### src/rtl/pfc_regs.svh
/*
 * Register map, field positions and reset values of the port failover
 * configuration block. Assumes a 32-bit classic Wishbone register bus.
 */
`ifndef PFC_REGS_SVH
`define PFC_REGS_SVH

// ----------------------------------------------------------------------
// Offsets (byte addresses)
// ----------------------------------------------------------------------
`define PFC_OFF_FAILOVER_CONTROL 8'h00
`define PFC_OFF_SWITCH_CONTROL 8'h04
`define PFC_OFF_SWITCH_STATUS 8'h08

// ----------------------------------------------------------------------
// Field positions of port_failover_control
// ----------------------------------------------------------------------
`define PFC_PKIND_LSB 0
`define PFC_PPART_LSB 4
`define PFC_PDEV_LSB 10
`define PFC_SKIND_LSB 16
`define PFC_SPART_LSB 20
`define PFC_SDEV_LSB 26
`define PFC_FCTL_WMASK 32'h7C7F7C7F

// ----------------------------------------------------------------------
// Switch control and status bits
// ----------------------------------------------------------------------
`define PFC_TRIG_BIT 0
`define PFC_STATE_BIT 0
`define PFC_PFLAG_BIT 1
`define PFC_SFLAG_BIT 2

// ----------------------------------------------------------------------
// Reset values
// ----------------------------------------------------------------------
`define PFC_FCTL_RESET 32'h00000000

`endif

### src/rtl/pfc_pkg.sv
/*
 * Types of the port failover configuration block.
 * Assumes nothing beyond the register header.
 */
package pfc_pkg;
    typedef enum logic [3:0] {
        PFC_KIND_DISABLED = 4'h0,
        PFC_KIND_DOWNSTREAM = 4'h1,
        PFC_KIND_UPSTREAM = 4'h2,
        PFC_KIND_NT = 4'h3,
        PFC_KIND_UP_NT = 4'h4,
        PFC_KIND_UNATTACHED = 4'h5,
        PFC_KIND_UP_DMA = 4'h6,
        PFC_KIND_UP_NT_DMA = 4'h7,
        PFC_KIND_NT_DMA = 4'h8
    } pfc_kind_t;

    typedef enum logic {
        PFC_ST_PRIMARY = 1'b0,
        PFC_ST_SECONDARY = 1'b1
    } pfc_state_t;

    typedef struct packed {
        logic [3:0] port_kind;
        logic [2:0] partition_sel;
        logic [4:0] device_index;
    } pfc_port_cfg_t;
endpackage

### src/rtl/pfc_port_failover.sv
/*
 * Per-port failover configuration register with failover load logic.
 * Assumes a classic Wishbone master on the core clock and failover
 * strobes from logic on the same clock.
 */
`timescale 1ns/10ps
`default_nettype none
`include "pfc_regs.svh"

module pfc_port_failover
    import pfc_pkg::*;
(
    input wire logic i_core_clk, // 20 MHz core clock
    input wire logic i_rst_b, // Sync reset, active low
    input wire logic i_wb_cyc, // Wishbone cycle
    input wire logic i_wb_stb, // Wishbone strobe
    input wire logic i_wb_we, // Write enable
    input wire logic [7:0] i_wb_adr, // Byte address
    input wire logic [3:0] i_wb_sel, // Byte lanes
    input wire logic [31:0] i_wb_dat, // Write data
    output logic [31:0] o_wb_dat, // Read data
    output logic o_wb_ack, // Acknowledge
    input wire logic i_primary_event, // Primary failover strobe
    input wire logic i_secondary_event, // Secondary failover strobe
    output pfc_port_cfg_t o_live_cfg, // Live port control fields
    output logic o_live_load, // Live fields updated pulse
    output logic o_primary_switch_flag, // Sticky primary status
    output logic o_secondary_switch_flag, // Sticky secondary status
    output pfc_state_t o_current_switch_state // Current failover state
);

    // ------------------------------------------------------------------
    // Bus decode
    // ------------------------------------------------------------------
    logic ack_q, ack_d;
    logic req;
    logic wr;
    logic [31:0] wmask;

    assign req = i_wb_cyc && i_wb_stb && !ack_q;
    assign wr = req && i_wb_we;
    assign wmask = {{8{i_wb_sel[3]}}, {8{i_wb_sel[2]}}, {8{i_wb_sel[1]}}, {8{i_wb_sel[0]}}};

    // ------------------------------------------------------------------
    // State
    // ------------------------------------------------------------------
    logic [31:0] fctl_q, fctl_d;
    pfc_state_t state_q, state_d;
    logic pflag_q, pflag_d;
    logic sflag_q, sflag_d;
    pfc_port_cfg_t live_q, live_d;
    logic load_q, load_d;
    logic [31:0] rdata_q, rdata_d;
    logic soft_trig;
    logic do_pri;
    logic do_sec;

    // ------------------------------------------------------------------
    // Failover direction
    // ------------------------------------------------------------------
    logic clr_wr;

    // Soft trigger is a write-one strobe; the bit itself never stores
    assign soft_trig = wr && (i_wb_adr == `PFC_OFF_SWITCH_CONTROL) && i_wb_sel[0]
                       && i_wb_dat[`PFC_TRIG_BIT];
    // Status clears ride on byte lane 0 only
    assign clr_wr = wr && (i_wb_adr == `PFC_OFF_SWITCH_STATUS) && i_wb_sel[0];

    // Direction uses the state before the edge, so one trigger moves once
    always_comb begin
        do_pri = i_primary_event || (soft_trig && state_q == PFC_ST_SECONDARY);
        do_sec = !do_pri && (i_secondary_event || (soft_trig && state_q == PFC_ST_PRIMARY));
    end

    // ------------------------------------------------------------------
    // Bus answer
    // ------------------------------------------------------------------
    // Registered ack: one cycle after the taking edge, gone the next
    always_comb begin
        ack_d = req;
        rdata_d = 32'h00000000;
        if (req && !i_wb_we) begin
            unique case (i_wb_adr)
                `PFC_OFF_FAILOVER_CONTROL: rdata_d = fctl_q;
                `PFC_OFF_SWITCH_STATUS: rdata_d = {29'h00000000, sflag_q, pflag_q, state_q};
                default: rdata_d = 32'h00000000;
            endcase
        end
    end

    always_ff @(posedge i_core_clk) begin
        if (!i_rst_b) begin
            ack_q <= 1'b0;
            rdata_q <= 32'h00000000;
        end else begin
            ack_q <= ack_d;
            rdata_q <= rdata_d;
        end
    end

    // ------------------------------------------------------------------
    // Failover settings register
    // ------------------------------------------------------------------
    always_comb begin
        fctl_d = fctl_q;
        if (wr && i_wb_adr == `PFC_OFF_FAILOVER_CONTROL) begin
            // Reserved bits never store, so they read zero
            fctl_d = (fctl_q & ~(wmask & `PFC_FCTL_WMASK)) | (i_wb_dat & wmask & `PFC_FCTL_WMASK);
        end
    end

    always_ff @(posedge i_core_clk) begin
        if (!i_rst_b) begin
            fctl_q <= `PFC_FCTL_RESET;
        end else begin
            fctl_q <= fctl_d;
        end
    end

    // ------------------------------------------------------------------
    // Live port fields and failover state
    // ------------------------------------------------------------------
    // Kind codes pass through unchecked; software keeps to the legal set
    always_comb begin
        live_d = live_q;
        state_d = state_q;
        load_d = 1'b0;
        // Primary wins a same-cycle collision
        if (do_pri) begin
            live_d.port_kind = fctl_q[`PFC_PKIND_LSB +: 4];
            live_d.partition_sel = fctl_q[`PFC_PPART_LSB +: 3];
            live_d.device_index = fctl_q[`PFC_PDEV_LSB +: 5];
            state_d = PFC_ST_PRIMARY;
            load_d = 1'b1;
        end else if (do_sec) begin
            live_d.port_kind = fctl_q[`PFC_SKIND_LSB +: 4];
            live_d.partition_sel = fctl_q[`PFC_SPART_LSB +: 3];
            live_d.device_index = fctl_q[`PFC_SDEV_LSB +: 5];
            state_d = PFC_ST_SECONDARY;
            load_d = 1'b1;
        end
    end

    always_ff @(posedge i_core_clk) begin
        if (!i_rst_b) begin
            state_q <= PFC_ST_PRIMARY;
            live_q <= '0;
            load_q <= 1'b0;
        end else begin
            state_q <= state_d;
            live_q <= live_d;
            load_q <= load_d;
        end
    end

    // ------------------------------------------------------------------
    // Sticky status flags
    // ------------------------------------------------------------------
    always_comb begin
        pflag_d = pflag_q;
        sflag_d = sflag_q;
        if (clr_wr && i_wb_dat[`PFC_PFLAG_BIT]) begin
            pflag_d = 1'b0;
        end
        if (clr_wr && i_wb_dat[`PFC_SFLAG_BIT]) begin
            sflag_d = 1'b0;
        end
        // Set wins over a clear landing in the same cycle, so no event is lost
        if (do_pri) begin
            pflag_d = 1'b1;
        end
        if (do_sec) begin
            sflag_d = 1'b1;
        end
    end

    always_ff @(posedge i_core_clk) begin
        if (!i_rst_b) begin
            pflag_q <= 1'b0;
            sflag_q <= 1'b0;
        end else begin
            pflag_q <= pflag_d;
            sflag_q <= sflag_d;
        end
    end

    assign o_wb_ack = ack_q;
    assign o_wb_dat = rdata_q;
    assign o_live_cfg = live_q;
    assign o_live_load = load_q;
    assign o_primary_switch_flag = pflag_q;
    assign o_secondary_switch_flag = sflag_q;
    assign o_current_switch_state = state_q;
endmodule
`default_nettype wire

### config.mk
export PLATFORM = sky130hd
export DESIGN_NAME = pfc_port_failover
export DESIGN_NICKNAME = d
export VERILOG_FILES = /design/src/rtl/pfc_pkg.sv /design/src/rtl/pfc_port_failover.sv
export VERILOG_INCLUDE_DIRS = /design/src /design/src/rtl
export SDC_FILE = /design/constraint.sdc
export NUM_CORES = 1
export LEC_CHECK = 0
export BUFFER_PORTS_ARGS = -buffer_cell sky130_fd_sc_hd__buf_2
export CAP_MARGIN = 20
export CORE_MARGIN = 4
export CORE_UTILIZATION = 46
export DETAILED_ROUTE_END_ITERATION = 10
export GPL_TIMING_DRIVEN = 0
export HOLD_SLACK_MARGIN = 0.15
export PLACE_DENSITY = 0.76
export SYNTH_ARGS = -nofsm -noshare
export SYNTH_HDL_FRONTEND = slang
export SYNTH_SLANG_ARGS = --single-unit
### constraint.sdc
create_clock -name i_core_clk -period 3.1 [get_ports i_core_clk]
set_clock_uncertainty 0.15 [all_clocks]
set_input_delay 0.465 -clock i_core_clk [delete_from_list [all_inputs] [get_ports i_core_clk]]
set_output_delay 0.465 -clock i_core_clk [all_outputs]
set_load 0.02 [all_outputs]
==> impl_metrics.env <==
export IMPL_status="finished, final reports clean"
export IMPL_cap_viol_max_count=0
export IMPL_cts_root_buffer="clkbuf_8"
export IMPL_synth_cell_type_count=32
export IMPL_postCtsSetupBuffers=0
export IMPL_clock_latency_ns=0.34
export IMPL_cp_cell_sequence="buf_2, or4_4, buf_6, nor4_4, mux2i_1, buf_6, o221a_1"
export IMPL_yosys_warnings=0
export IMPL_drc=0
export IMPL_max_stage_delay_ns=0.56
export IMPL_rsz0062_at_grt="false"
export IMPL_maxSlewViolCount=0
export IMPL_drive_gt1_frac=0.363
export IMPL_p_leak_nw=1.42
export IMPL_die_h_um=82.1
export IMPL_grt_pass1_vias=2123
export IMPL_numCtsBuffers=9
export IMPL_arrival_ns=2.66
export IMPL_cp_max_fo=10
export IMPL_synth_area_per_cell_um2=11.3
export IMPL_worst_ep_required_time_ns=3.23
export IMPL_setup_viol=0
export IMPL_vias=2061
export IMPL_drt_initial_drc_count=100
export IMPL_pre_cts_ws_ns=0.204
export IMPL_hold_buffers=0
export IMPL_synthCells=224
export IMPL_hold_viol=0
export IMPL_seq_area_frac_synth=0.515
export IMPL_gp_congestion=0.769
export IMPL_port_buffers=81
export IMPL_end_kind="register"
export IMPL_rows=26
export IMPL_vdd_drop_max_mv=0.301
export IMPL_ctsLongestPathBuffers=2
export IMPL_finalWorstSetupSlack_ns=0.563
export IMPL_start_util=0.486
export IMPL_die_area_mm2=0.00675
export IMPL_viasPerCell=5.18
export IMPL_avgRoutedWirePerCell_um=15.6
export IMPL_antenna_found_initial=0
export IMPL_routed_wirelength_um=6210
export IMPL_min_period_ns=2.54
export IMPL_cts_num_sinks=65
export IMPL_cellPowerDensity_mw_per_mm2=537
export IMPL_cts_tree="built"
export IMPL_fin_setup_tns_ns=0
export IMPL_io_pins=100
export IMPL_grt_overflow=0
export IMPL_area_delta_synth_final_pct=28.7
export IMPL_fmax_mhz=394
export IMPL_core_region_area_mm2=0.00520
export IMPL_dp_hpwl_um=4500
export IMPL_min_period_over_period=0.818
export IMPL_mostFrequentLayoutCells="buf_2 (82), dfxtp_1 (65), nor2_1 (30)"
export IMPL_die_width_um=82.1
export IMPL_crit_type="input port to register"
export IMPL_diodes=0
export IMPL_relSlewSlack=0.368
export IMPL_htreeDepth=3
export IMPL_clk_pin_slew_ns=0.07
export IMPL_cp_common_cell="buf_6"
export IMPL_ant_nets=0
export IMPL_firstDrtPassIters=5
export IMPL_critPathSlowestCell="nor4_4"
export IMPL_syn_area_mm2=0.00253
export IMPL_hold_path_class="input port to register"
export IMPL_nets=374
export IMPL_grt_usage=0.204
export IMPL_worstMarginPinSlew_ns=0.940
export IMPL_cp_start_kind="input port"
export IMPL_grt_max_degree=11
export IMPL_final_common_cell="buf_2"
export IMPL_grt_pass1_wl_um=10200
export IMPL_cts_resized=0
export IMPL_yosys_register_bits=65
critical path: cells and delay by family:
kind / cells / cell delay [ns]
simple gates: 2 / 1.08
buf+inv: 3 / 0.47
mux: 1 / 0.46
compound gates: 1 / 0.18
synth_stat cells:
cell type | instances | area share
nor3_1 | 2 | 0.0040
or4bb_1 | 5 | 0.022
nor2b_1 | 1 | 0.0025
conb_1 | 1 | 0.0015
or2_2 | 1 | 0.0025
and3_1 | 1 | 0.0025
buf_2 | 1 | 0.0020
buf_6 | 2 | 0.0089
buf_4 | 9 | 0.027
a31o_2 | 1 | 0.0035
nor4_1 | 2 | 0.0049
nor2_1 | 30 | 0.045
a31oi_1 | 1 | 0.0025
a21oi_1 | 2 | 0.0040
o221a_1 | 9 | 0.040
buf_1 | 1 | 0.0015
o41a_1 | 12 | 0.053
mux2i_1 | 28 | 0.11
nand4_1 | 1 | 0.0025
nor4_4 | 3 | 0.025
dfxtp_1 | 65 | 0.51
or4_4 | 1 | 0.0045
a2111oi_2 | 1 | 0.0059
nor4_2 | 2 | 0.0099
and2_1 | 21 | 0.052
or4_1 | 1 | 0.0030
o21a_1 | 1 | 0.0030
o221a_2 | 3 | 0.013
inv_1 | 3 | 0.0045
clkbuf_1 | 10 | 0.015
nand3b_1 | 2 | 0.0059
a21o_1 | 1 | 0.0030
cells by family after synthesis:
kind of cell | synth area share
compound gates | 0.129
buf+inv | 0.0584
flops | 0.515
mux | 0.111
other cells | 0.00148
simple gates | 0.186
power by group:
| part | total, mW | switching (mW) | internal [mW] |
|---|---|---|---|
| registers | 0.855 | 0.00751 | 0.847 |
| clock network | 0.749 | 0.312 | 0.437 |
| logic | 0.145 | 0.0822 | 0.0632 |
worst paths after layout:
path                              startpoint             to  slack [ns]  cells after the start
worst max-delay path             i_wb_adr[5]  o_live_cfg[1]        0.56                      7
worst min-delay path            i_wb_dat[29]       register        0.21                      3
worst max register to register      o_wb_ack  o_live_cfg[1]        0.72                      5
worst min register to register      register   o_wb_dat[11]        0.34                      1
routing by layer:
| layer | track usage | wire length [um] | up-vias |
|---|---|---|---|
| li1 | - | - | 996 |
| met2 | 0.338 | 3040 | 89 |
| met5 | 0 | 0 | - |
| met3 | 0.0477 | 511 | 11 |
| met1 | 0.241 | 2540 | 965 |
| met4 | 0.116 | 125 | 0 |
through the flow:
| stage | power, mW | util | instance area, um^2 | hold slack, ns | std cells |
|---|---|---|---|---|---|
| global route | 1.81 | 0.625 | 3260 | 0.221 | 398 |
| finish | 1.75 | 0.625 | 3260 | 0.210 | 398 |
| CTS | 1.76 | 0.625 | 3260 | 0.212 | 398 |
| global placement | 1.02 | 0.586 | 3050 | 0.326 | 382 |
| detailed placement | 1.02 | 0.586 | 3050 | 0.325 | 382 |
| floorplan | 0.962 | - | 2550 | 0.303 | 231 |
final cells by class:
type	count	area, um^2
multi-input cells	140	1110
plain buffers	23	136
clock buffers	14	173
well taps	70	87.6
clock inverters	2	35.0
flip-flops and latches	65	1300
inverters	3	11.3
repair buffers	81	405
fillers	458	1950
No activity file was read; power rests on OpenSTA's default activity.
